`src/inc/squ_defs.svh`:
```
/*
  Constants of the signed quotient unit: instruction fields, register map,
  field positions, reset values and iteration counts.
  Assumes instructions numbered with bit 0 as the most significant bit.
*/
`ifndef SQU_DEFS_SVH
`define SQU_DEFS_SVH

// Instruction fields, as slices of a 32-bit word (word bit 31 = field bit 0)
`define SQU_PRIMARY_HI     31
`define SQU_PRIMARY_LO     26
`define SQU_TARGET_HI      25
`define SQU_TARGET_LO      21
`define SQU_OVF_EN_BIT     10
`define SQU_EXT_HI         9
`define SQU_EXT_LO         1
`define SQU_RECORD_BIT     0
`define SQU_PRIMARY_DIV    6'h1f
`define SQU_EXT_LEGACY     9'h14b
`define SQU_EXT_DWORD      9'h1e9

// APB register byte offsets
`define SQU_ADDR_CTRL      8'h00
`define SQU_ADDR_STATUS    8'h04
`define SQU_ADDR_MASK      8'h08
`define SQU_ADDR_MQ        8'h0c
`define SQU_ADDR_FLAGS     8'h10
`define SQU_ADDR_RES_LO    8'h14
`define SQU_ADDR_RES_HI    8'h18

// Field positions
`define SQU_CTRL_IMPL64    0
`define SQU_EV_DONE        0
`define SQU_EV_OVF         1
`define SQU_EV_ILLEGAL     2
`define SQU_FL_SO          0
`define SQU_FL_OV          1
`define SQU_FL_CA          2
`define SQU_FL_CR0_LO      8
`define SQU_FL_CR0_HI      11

// Reset values
`define SQU_RST_IMPL64     1'b1
`define SQU_RST_MASK       3'h0

// Datapath figures
`define SQU_DIV_LAST       7'h3f
`define SQU_MIN_WORD       32'h8000_0000
`define SQU_MIN_DWORD      64'h8000_0000_0000_0000
`define SQU_ALL_ONES       64'hffff_ffff_ffff_ffff

`endif

```
`src/inc/squ_pkg.sv`:
```
/*
  Types of the signed quotient unit: issue and result carriers, decode
  fields, controller states and the divider state record.
  Assumes squ_defs.svh is on the include path.
*/
package squ_pkg;

  typedef enum logic [2:0] {
    SQU_ST_IDLE = 3'b001,
    SQU_ST_WAIT = 3'b010,
    SQU_ST_FIN  = 3'b100
  } squ_fsm_type;

  typedef struct packed {
    logic        valid;
    logic [31:0] instr;
    logic [63:0] src_a;
    logic [63:0] src_b;
  } squ_issue_type;

  typedef struct packed {
    logic       is_legacy;
    logic       is_dword;
    logic       ovf_en;
    logic       record_bit;
    logic [4:0] target;
  } squ_dec_type;

  typedef struct packed {
    logic        valid;
    logic        illegal;
    logic        mq_wr;
    logic [4:0]  target;
    logic [63:0] data;
  } squ_result_type;

  typedef struct packed {
    logic        busy;
    logic        done;
    logic [6:0]  cnt;
    logic [63:0] rem;
    logic [63:0] quo;
    logic [63:0] dvs;
  } squ_div_state_type;

endpackage : squ_pkg

```
`src/verilog/squ_divider.sv`:
```
/*
  Unsigned 64-by-64 restoring divider, one quotient bit per clock.
  Assumes start is a one-cycle pulse given only while not busy.
*/
`timescale 1ns/1ps
`include "squ_defs.svh"
module squ_divider import squ_pkg::*; (
  // Clock and reset
  input  wire logic        core_clk,
  input  wire logic        nrst,
  // Request
  input  wire logic        start,
  input  wire logic [63:0] dividend,
  input  wire logic [63:0] divisor,
  // Answer
  output logic             done,
  output logic [63:0]      quotient,
  output logic [63:0]      remainder
);

  squ_div_state_type q, d;
  logic [64:0]       trial;

  always_comb begin
    trial  = {q.rem, q.quo[63]} - {1'b0, q.dvs};
    d      = q;
    d.done = 1'b0;
    if (start) begin
      d.busy = 1'b1;
      d.cnt  = 7'h00;
      d.rem  = 64'h0;
      d.quo  = dividend;
      d.dvs  = divisor;
    end else if (q.busy) begin
      // No borrow: the divisor fits, keep the difference
      d.rem = trial[64] ? {q.rem[62:0], q.quo[63]} : trial[63:0];
      d.quo = {q.quo[62:0], ~trial[64]};
      d.cnt = q.cnt + 7'h01;
      if (q.cnt == `SQU_DIV_LAST) begin
        d.busy = 1'b0;
        d.done = 1'b1;
      end
    end
  end

  always_ff @(posedge core_clk or negedge nrst) begin
    if (!nrst) begin
      q <= '0;
    end else begin
      q <= d;
    end
  end

  assign done      = q.done;
  assign quotient  = q.quo;
  assign remainder = q.rem;

endmodule : squ_divider

```
`src/verilog/squ_decode.sv`:
```
/*
  Instruction decoder for the two signed divisions.
  Assumes a 32-bit instruction word, field bit 0 in word bit 31.
*/
`timescale 1ns/1ps
`include "squ_defs.svh"
module squ_decode import squ_pkg::*; (
  // Instruction
  input  wire logic [31:0] instr,
  // Decoded fields
  output squ_dec_type      dec
);

  logic primary_ok;
  logic [8:0] ext;

  assign primary_ok     = instr[`SQU_PRIMARY_HI:`SQU_PRIMARY_LO] == `SQU_PRIMARY_DIV;
  assign ext            = instr[`SQU_EXT_HI:`SQU_EXT_LO];
  assign dec.is_legacy  = primary_ok && (ext == `SQU_EXT_LEGACY);
  assign dec.is_dword   = primary_ok && (ext == `SQU_EXT_DWORD);
  assign dec.ovf_en     = instr[`SQU_OVF_EN_BIT];
  assign dec.record_bit = instr[`SQU_RECORD_BIT];
  assign dec.target     = instr[`SQU_TARGET_HI:`SQU_TARGET_LO];

endmodule : squ_decode

```
`src/verilog/squ_top.sv`:
```
/*
  Signed quotient unit: legacy 64-by-32 division through the multiply-
  quotient register and 64-bit doubleword division, with exception and
  condition flags, APB register access and one interrupt.
  Assumes issue logic holds a request until issue_ready and the register
  file writes result data on result.valid.
*/
`timescale 1ns/1ps
`include "squ_defs.svh"
module squ_top import squ_pkg::*; (
  // Clock and reset
  input  wire logic        core_clk,
  input  wire logic        nrst,
  // Instruction issue
  input  squ_issue_type    issue,
  output logic             issue_ready,
  // Register file write-back
  output squ_result_type   result,
  // Architected state
  output logic [31:0]      multiply_quotient_register,
  output logic             summary_overflow_flag,
  output logic             overflow_flag,
  output logic             carry_flag,
  output logic [3:0]       condition_field_zero,
  // APB slave
  input  wire logic        psel,
  input  wire logic        penable,
  input  wire logic        pwrite,
  input  wire logic [7:0]  paddr,
  input  wire logic [31:0] pwdata,
  output logic [31:0]      prdata,
  output logic             pready,
  output logic             pslverr,
  // Interrupt
  output logic             irq
);

  typedef struct packed {
    squ_fsm_type    fsm;
    squ_dec_type    op;
    logic           sa;
    logic           sb;
    logic           b_zero;
    logic           special;
    squ_result_type res;
    logic [31:0]    mq;
    logic           so;
    logic           ov;
    logic           ca;
    logic [3:0]     cr0;
    logic           impl64;
    logic [2:0]     status;
    logic [2:0]     mask;
    logic           irq;
    logic [31:0]    prdata;
    logic           pready;
    logic           pslverr;
    logic           ready;
  } squ_top_state_type;

  squ_top_state_type q, d;
  squ_dec_type       dec;

  logic        div_start;
  logic [63:0] div_dvd;
  logic [63:0] div_dvs;
  logic        div_done;
  logic [63:0] div_quo;
  logic [63:0] div_rem;

  squ_decode u_decode (
    .instr (issue.instr),
    .dec   (dec)
  );

  squ_divider u_divider (
    .core_clk  (core_clk),
    .nrst      (nrst),
    .start     (div_start),
    .dividend  (div_dvd),
    .divisor   (div_dvs),
    .done      (div_done),
    .quotient  (div_quo),
    .remainder (div_rem)
  );

  always_comb begin
    logic        take;
    logic        legal;
    logic [63:0] dvd;
    logic [63:0] dvs;
    logic [63:0] qs;
    logic [63:0] rs;
    logic [63:0] rt;
    logic        neg;
    logic        fits;
    logic        ovf;
    logic        setup;
    logic        wr;
    logic [2:0]  ev;
    logic [2:0]  w1c;
    take      = 1'b0;
    legal     = 1'b0;
    dvd       = 64'h0;
    dvs       = 64'h0;
    qs        = 64'h0;
    rs        = 64'h0;
    rt        = 64'h0;
    neg       = 1'b0;
    fits      = 1'b0;
    ovf       = 1'b0;
    ev        = 3'h0;
    w1c       = 3'h0;
    setup     = 1'b0;
    wr        = 1'b0;
    d         = q;
    d.res.valid   = 1'b0;
    d.res.illegal = 1'b0;
    d.res.mq_wr   = 1'b0;
    div_start = 1'b0;
    div_dvd   = 64'h0;
    div_dvs   = 64'h0;

    case (q.fsm)
      SQU_ST_IDLE: begin
        take  = issue.valid && q.ready;
        // Doubleword form exists only on 64-bit implementations
        legal = dec.is_legacy || (dec.is_dword && q.impl64);
        if (take && !legal) begin
          d.res.illegal = 1'b1;
          d.res.target  = dec.target;
          ev[`SQU_EV_ILLEGAL] = 1'b1;
        end else if (take) begin
          if (dec.is_legacy) begin
            dvd = {issue.src_a[31:0], q.mq};
            dvs = {{32{issue.src_b[31]}}, issue.src_b[31:0]};
            d.special = (dvd == {32'hffff_ffff, `SQU_MIN_WORD}) && (dvs == `SQU_ALL_ONES);
          end else begin
            dvd = issue.src_a;
            dvs = issue.src_b;
            d.special = (dvd == `SQU_MIN_DWORD) && (dvs == `SQU_ALL_ONES);
          end
          // Signs split off so one unsigned divider serves both forms
          d.op      = dec;
          d.sa      = dvd[63];
          d.sb      = dvs[63];
          d.b_zero  = dvs == 64'h0;
          div_start = 1'b1;
          div_dvd   = dvd[63] ? -dvd : dvd;
          div_dvs   = dvs[63] ? -dvs : dvs;
          d.ready   = 1'b0;
          d.fsm     = SQU_ST_WAIT;
        end
      end
      SQU_ST_WAIT: begin
        if (div_done) begin
          neg = q.sa ^ q.sb;
          // Negating a zero magnitude yields zero, so zero stays positive
          qs  = neg ? -div_quo : div_quo;
          rs  = q.sa ? -div_rem : div_rem;
          if (q.op.is_legacy) begin
            fits = (div_quo[63:31] == 33'h0) || (neg && (div_quo == {32'h0, `SQU_MIN_WORD}));
            ovf  = q.b_zero || !fits;
            if (q.special) begin
              rt   = {32'hffff_ffff, `SQU_MIN_WORD};
              d.mq = 32'h0;
            end else begin
              rt   = {{32{qs[31]}}, qs[31:0]};
              d.mq = rs[31:0];
            end
            d.res.mq_wr = 1'b1;
          end else begin
            ovf = q.b_zero || q.special;
            rt  = qs;
          end
          if (q.op.ovf_en) begin
            d.ov = ovf;
            d.so = q.so | ovf;
          end
          if (q.op.record_bit) begin
            d.cr0 = {rt[63], !rt[63] && (rt != 64'h0), rt == 64'h0, d.so};
          end
          d.res.valid  = 1'b1;
          d.res.target = q.op.target;
          d.res.data   = rt;
          ev[`SQU_EV_DONE] = 1'b1;
          ev[`SQU_EV_OVF]  = ovf;
          d.fsm = SQU_ST_FIN;
        end
      end
      SQU_ST_FIN: begin
        d.ready = 1'b1;
        d.fsm   = SQU_ST_IDLE;
      end
      default: begin
        d.ready = 1'b1;
        d.fsm   = SQU_ST_IDLE;
      end
    endcase

    // APB: answer prepared in setup, pready high in the first access cycle
    setup     = psel && !penable;
    wr        = psel && penable && q.pready && pwrite && !q.pslverr;
    d.pready  = setup;
    d.pslverr = 1'b0;
    if (setup) begin
      d.prdata = 32'h0;
      case (paddr)
        `SQU_ADDR_CTRL:   d.prdata[`SQU_CTRL_IMPL64] = q.impl64;
        `SQU_ADDR_STATUS: d.prdata[2:0] = q.status;
        `SQU_ADDR_MASK:   d.prdata[2:0] = q.mask;
        `SQU_ADDR_MQ:     d.prdata = q.mq;
        `SQU_ADDR_FLAGS:  d.prdata = {20'h0, q.cr0, 5'h0, q.ca, q.ov, q.so};
        `SQU_ADDR_RES_LO: d.prdata = q.res.data[31:0];
        `SQU_ADDR_RES_HI: d.prdata = q.res.data[63:32];
        default:          d.pslverr = 1'b1;
      endcase
    end
    if (wr) begin
      case (paddr)
        `SQU_ADDR_CTRL:   d.impl64 = pwdata[`SQU_CTRL_IMPL64];
        `SQU_ADDR_STATUS: w1c = pwdata[2:0];
        `SQU_ADDR_MASK:   d.mask = pwdata[2:0];
        // Writes from software lose to a legacy division completing this cycle
        `SQU_ADDR_MQ:     if (!d.res.mq_wr) d.mq = pwdata;
        `SQU_ADDR_FLAGS: begin
          d.ca = pwdata[`SQU_FL_CA];
          if (!(d.res.valid && q.op.ovf_en)) begin
            d.so = pwdata[`SQU_FL_SO];
            d.ov = pwdata[`SQU_FL_OV];
          end
          if (!(d.res.valid && q.op.record_bit)) begin
            d.cr0 = pwdata[`SQU_FL_CR0_HI:`SQU_FL_CR0_LO];
          end
        end
        default: w1c = 3'h0;
      endcase
    end
    // Hardware set wins over a clear in the same cycle
    d.status = (q.status & ~w1c) | ev;
    d.irq    = |(d.status & d.mask);
  end

  always_ff @(posedge core_clk or negedge nrst) begin
    if (!nrst) begin
      q        <= '0;
      q.fsm    <= SQU_ST_IDLE;
      q.impl64 <= `SQU_RST_IMPL64;
      q.mask   <= `SQU_RST_MASK;
      q.ready  <= 1'b1;
    end else begin
      q <= d;
    end
  end

  assign issue_ready                = q.ready;
  assign result                     = q.res;
  assign multiply_quotient_register = q.mq;
  assign summary_overflow_flag      = q.so;
  assign overflow_flag              = q.ov;
  assign carry_flag                 = q.ca;
  assign condition_field_zero       = q.cr0;
  assign prdata                     = q.prdata;
  assign pready                     = q.pready;
  assign pslverr                    = q.pslverr;
  assign irq                        = q.irq;

  logic apb_ca_wr;
  assign apb_ca_wr = psel && penable && q.pready && pwrite && (paddr == `SQU_ADDR_FLAGS);

  chk_carry_kept: assert property (
    @(posedge core_clk) disable iff (!nrst)
    !$past(apb_ca_wr) |-> $stable(q.ca))
    else $error("carry flag changed without a register write");

  chk_flags_untouched: assert property (
    @(posedge core_clk) disable iff (!nrst)
    q.res.valid && !q.op.ovf_en && !$past(apb_ca_wr) |-> $stable(q.so) && $stable(q.ov))
    else $error("overflow flags changed with overflow-enable clear");

  chk_cr0_untouched: assert property (
    @(posedge core_clk) disable iff (!nrst)
    q.res.valid && !q.op.record_bit && !$past(apb_ca_wr) |-> $stable(q.cr0))
    else $error("condition field changed with record bit clear");

  chk_min_word: assert property (
    @(posedge core_clk) disable iff (!nrst)
    q.res.valid && q.op.is_legacy && q.special
      |-> q.mq == 32'h0 && q.res.data == 64'hffff_ffff_8000_0000)
    else $error("minimum word over minus one gave wrong result");

  chk_rem_sign: assert property (
    @(posedge core_clk) disable iff (!nrst)
    q.res.valid && q.op.is_legacy && !q.b_zero && !q.special && q.mq != 32'h0 && !q.status[`SQU_EV_OVF]
      |-> q.mq[31] == q.sa)
    else $error("remainder sign differs from dividend sign");

  chk_dword_ovf: assert property (
    @(posedge core_clk) disable iff (!nrst)
    q.res.valid && q.op.is_dword && q.op.ovf_en && (q.b_zero || q.special) |-> q.ov && q.so)
    else $error("doubleword overflow did not set overflow");

  chk_quot_sign: assert property (
    @(posedge core_clk) disable iff (!nrst)
    q.res.valid && q.op.is_dword && !q.b_zero && !q.special && q.res.data != 64'h0
      |-> q.res.data[63] == (q.sa ^ q.sb))
    else $error("doubleword quotient sign wrong");

  chk_illegal_dword: assert property (
    @(posedge core_clk) disable iff (!nrst)
    issue.valid && q.ready && q.fsm == SQU_ST_IDLE && dec.is_dword && !q.impl64
      |=> q.res.illegal && !q.res.valid && q.ready)
    else $error("doubleword accepted on a 32-bit implementation");

  chk_latency: assert property (
    @(posedge core_clk) disable iff (!nrst)
    $rose(q.fsm == SQU_ST_WAIT) |-> ##65 q.res.valid)
    else $error("division did not complete in 65 cycles");

  cov_legacy: cover property (@(posedge core_clk) disable iff (!nrst) q.res.valid && q.op.is_legacy);
  cov_dword: cover property (@(posedge core_clk) disable iff (!nrst) q.res.valid && q.op.is_dword);
  cov_illegal: cover property (@(posedge core_clk) disable iff (!nrst) q.res.illegal);
  cov_irq: cover property (@(posedge core_clk) disable iff (!nrst) $rose(q.irq));

endmodule : squ_top

```
`config.mk`:
```
export PLATFORM = sky130hd
export DESIGN_NAME = squ_top
export DESIGN_NICKNAME = d
export VERILOG_FILES = /design/src/inc/squ_pkg.sv /design/src/verilog/squ_divider.sv /design/src/verilog/squ_decode.sv /design/src/verilog/squ_top.sv
export VERILOG_INCLUDE_DIRS = /design/src /design/src/inc
export SDC_FILE = /design/constraint.sdc
export NUM_CORES = 1
export LEC_CHECK = 0
export BUFFER_PORTS_ARGS = -buffer_cell sky130_fd_sc_hd__buf_2
export CORE_ASPECT_RATIO = 1.2
export CORE_MARGIN = 2
export CORE_UTILIZATION = 50
export CTS_CLUSTER_SIZE = 16
export DETAILED_ROUTE_END_ITERATION = 6
export HOLD_SLACK_MARGIN = 0.15
export PLACE_DENSITY_LB_ADDON = 0.05
export SYNTH_ARGS = -nofsm -noshare
export SYNTH_HDL_FRONTEND = slang
export SYNTH_SLANG_ARGS = --single-unit
export TNS_END_PERCENT = 100
```
`constraint.sdc`:
```
create_clock -name core_clk -period 3.75 [get_ports core_clk]
set_clock_uncertainty 0.1 [all_clocks]
set_input_delay 0.1875 -clock core_clk [delete_from_list [all_inputs] [get_ports core_clk]]
set_output_delay 0.1875 -clock core_clk [all_outputs]
set_load 0.005 [all_outputs]
```
==> metrics.md <==
| Metric | Value |
|---|---|
| Ys async rst share | 1.00 |
| Max FO, Critical Path | 8 |
| Setup ws final | ~0.074 ns |
| CTS Buf Count | a little over 40 |
| Share of cells above drive strength 1 | 0.200 |
| DRC | 4 |
| RSZ-0062 raised after global routing | yes |
| Synth top cells by count | nand2_1 (418), dfrtp_1 (367), o21ai_0 (350), a21oi_1 (283), nor2_1 (267) |
| Most common cell in the netlist | nand2_1 |
| Die Wd | about 220 um |
| Worst EP required | roughly 4.1 ns |
| Clock Latency Late Sink | about 0.60 ns |
| Synth area leader | dfrtp_1 |
| Internal power | roughly 6600 uW |
| H-tree Lvls | 2 |
| Dominant synthesized flop cell | dfrtp_1 |
| CP startpoint | multiply_quotient_register[22] |
| Antenna Violating Nets Remaining | 0 |
| Drt via density | between 6 and 7 |
| Hold Crit Class | in2reg |
| Net switching fraction of the power | 0.259 |
| Wire length per cell | about 25 um |
| Final net count | between 4000 and 5000 |
| Final Cycle Share | 0.980 |
| Flops & latches, synth | 370 |
| Total die area | 58000 sq um |
| Synth area leaders | dfrtp_1 (33%), o21ai_0 (6.2%), nand2_1 (5.6%) |
| Failing checks | DRC |
| Syn nets | approximately 3800 |
| Post-DP HPWL | 89.6 mm |
| Status | finished, violations left |
| Clk pwr share | 0.449 |
| CTS root buffer | clkbuf_16 |
| Vias in the first global route | slightly below 30000 |
| Port buffer count | ~340 |
| Ys Warns | 0 |
| Setup TNS | 0 ns |
| Distinct cells, synth | just under 90 |
| Pwr dens | around 250 nW/um^2 |
| IO Count | between 300 and 400 |
| Post-synth EDFFs | 0 |
| Starting DRC count in detailed routing | 2866 |
| GRT Util Overall | 0.401 |
| # setup viols final | 0 |
| GP Congestion | slightly above 1 |
| CP Class | reg2reg |
| CORE AREA | around 56000 sq um |
| Leakage power | roughly 0.015 uW |
| Post-synth design cell area | 28000 sq um |
| # rows | 95 |
| Worst slack at placement | -0.220 ns |
| CTS Sinks | 370 |
| Clk slew on worst S/H paths | roughly 0.06 ns |
| Grt total ovfl | 0 |
| Crit path arrival time | a little over 4 ns |
| Chip Height | around 260 um |
| Clock period minus worst slack | roughly 3.7 ns |
| Max_cap viols | 0 |
| Reg power frac | 0.449 |
| R2r startpoint | multiply_quotient_register[22] |
| Final Hold Violating Endpoints | 0 |
| Least-Margin Pin Slew | around 1.4 ns |
| Peak supply drop | between 0.3 and 0.4 mV |
| Initial antenna violation count | 13 |
| Vias | slightly below 30000 |
| Net Switching | approximately 2300 uW |
| Number of detailed-route iterations in the first pass | 7 |
| Final Max Slew Viols | 0 |
| Initial core utilization | 0.503 |
| Register area share after synthesis | 0.330 |
| Fmax | 272 MHz |
| Maximum number of pins on one net before global-route repair | 93 |
| Synth-to-layout area growth | 24.8% |
| Avg Cell Area, Syn | 8.03 sq um |
| TritonCTS clock tree | done |
| Critical path capture point type | flop |
| Fill count | between 4000 and 5000 |
| HP Start | issue[134] |
| Crit start category | flop |
| Clock Tree Buf Depth | 3 |
| Top-area cell type share of the netlist area | 0.328 |
| Comb pwr share | 0.102 |
| First-pass GRT wire length | 176 mm |
| Mapped Cells | 3489 |
| Routed wire length | ~120 mm |
| Relative slew slack | 0.0438 |
worst max-delay path, stage by stage (launching register included):
cell,delay [ns]
dfrtp_1,0.55
nor2_1,0.30
mux2i_1,0.18
nor4_2,0.46
nand4b_1,0.40
nor4bb_1,0.42
buf_4,0.24
nand2_1,0.15
o21ai_0,0.23
xor2_1,0.33
nand2_1,0.11
o21ai_0,0.09
placed cells by master (no fill, tap or decap), types with 60 or more instances in the layout:
master / instances
nor3_1: 91
buf_4: 299
mux2i_1: 148
xor2_1: 122
buf_2: 341
dlygate4sd3_1: 197
a21oi_1: 279
nand3_1: 60
dfrtp_1: 366
nand2_1: 415
o21ai_0: 349
ha_1: 68
nor2_1: 267
xnor2_1: 149
inv_1: 111
kinds of logic after synthesis:
family | after synthesis | share of synthesized area
compound gates | 998 | 0.214
xor+xnor | 275 | 0.0859
fa+ha+maj | 71 | 0.0320
buf+inv | 467 | 0.0833
flops | 370 | 0.330
mux | 161 | 0.0585
simple gates | 1147 | 0.196
layer usage:
layer / up-vias / track usage / routed length [um]
li1: 13506 / - / -
met1: 14378 / 0.460 / 43100
met2: 1418 / 0.657 / 57300
met3: 433 / 0.0780 / 8520
met4: 10 / 0.306 / 9640
met5: - / 0 / 70
area by class of cell:
cell class / instances / area [sq um] / area share
Inverter: 112 / 420 / 0.0120
Clock buffer: 58 / 1150 / 0.0329
Tap cell: 727 / 910 / 0.0260
Clock inverter: 14 / 144 / 0.00411
Antenna cell: 10 / 25.0 / 0.000715
Timing Repair Buffer: 859 / 6370 / 0.182
Sequential cell: 370 / 9270 / 0.265
Multi-Input combinational cell: 2652 / 16700 / 0.477
state kept, by name, indices dropped and copies added (netlist names), 4 cells and up:
register and cells:
condition_field_zero 4, multiply_quotient_register 32, prdata 32, q 22, result 72, u_divider.q 72, u_divider.quotient 64, u_divider.remainder 64
power by group through the flow:
stage                     registers [uW]  clock network, uW  logic (uW)
after global routing                4000               4210         964
after CTS                           4000               4040         878
after floorplan                     4070                  0         271
final                               4000               4000         908
after global placement              4070                  0         691
after detailed placement            4070                  0         700
stage by stage:
step                      hold slack (ns)  cell area, sq um   util  std cells  power (uW)
final                               0.170             35000  0.627       4802        8910
after global routing                0.183             35000  0.627       4792        9170
after CTS                           0.151             34700  0.622       4785        8910
after detailed placement            0.166             31300  0.562       4512        4770
after global placement              0.153             31300  0.562       4512        4760
after floorplan                    -0.208             28100      -       3489        4340
path summary, 6_finish.rpt:
check / end / slack [ns] / cells past startpoint
hold reg to reg: q[162] / 0.38 / 2
hold / removal: q[167] / 0.17 / 6
setup reg to reg: u_divider.quotient[43] / 0.07 / 11
max in group asynchronous: u_divider.quotient[14] / 1.85 / 4
setup / recovery: u_divider.quotient[43] / 0.07 / 11
min in group asynchronous: prdata[26] / 0.59 / 3
what timing repair did:
item                                    4_1_cts  5_1_grt
hold buffers                                197        0
setup buffers                                 3        3
pin swaps                                     7       14
endpoints found under the hold margin       326        0
gates cloned                                  1        3
gates resized for setup                       7       32
endpoints found under the setup margin       66       67
No activity file was read; power rests on OpenSTA's default activity.
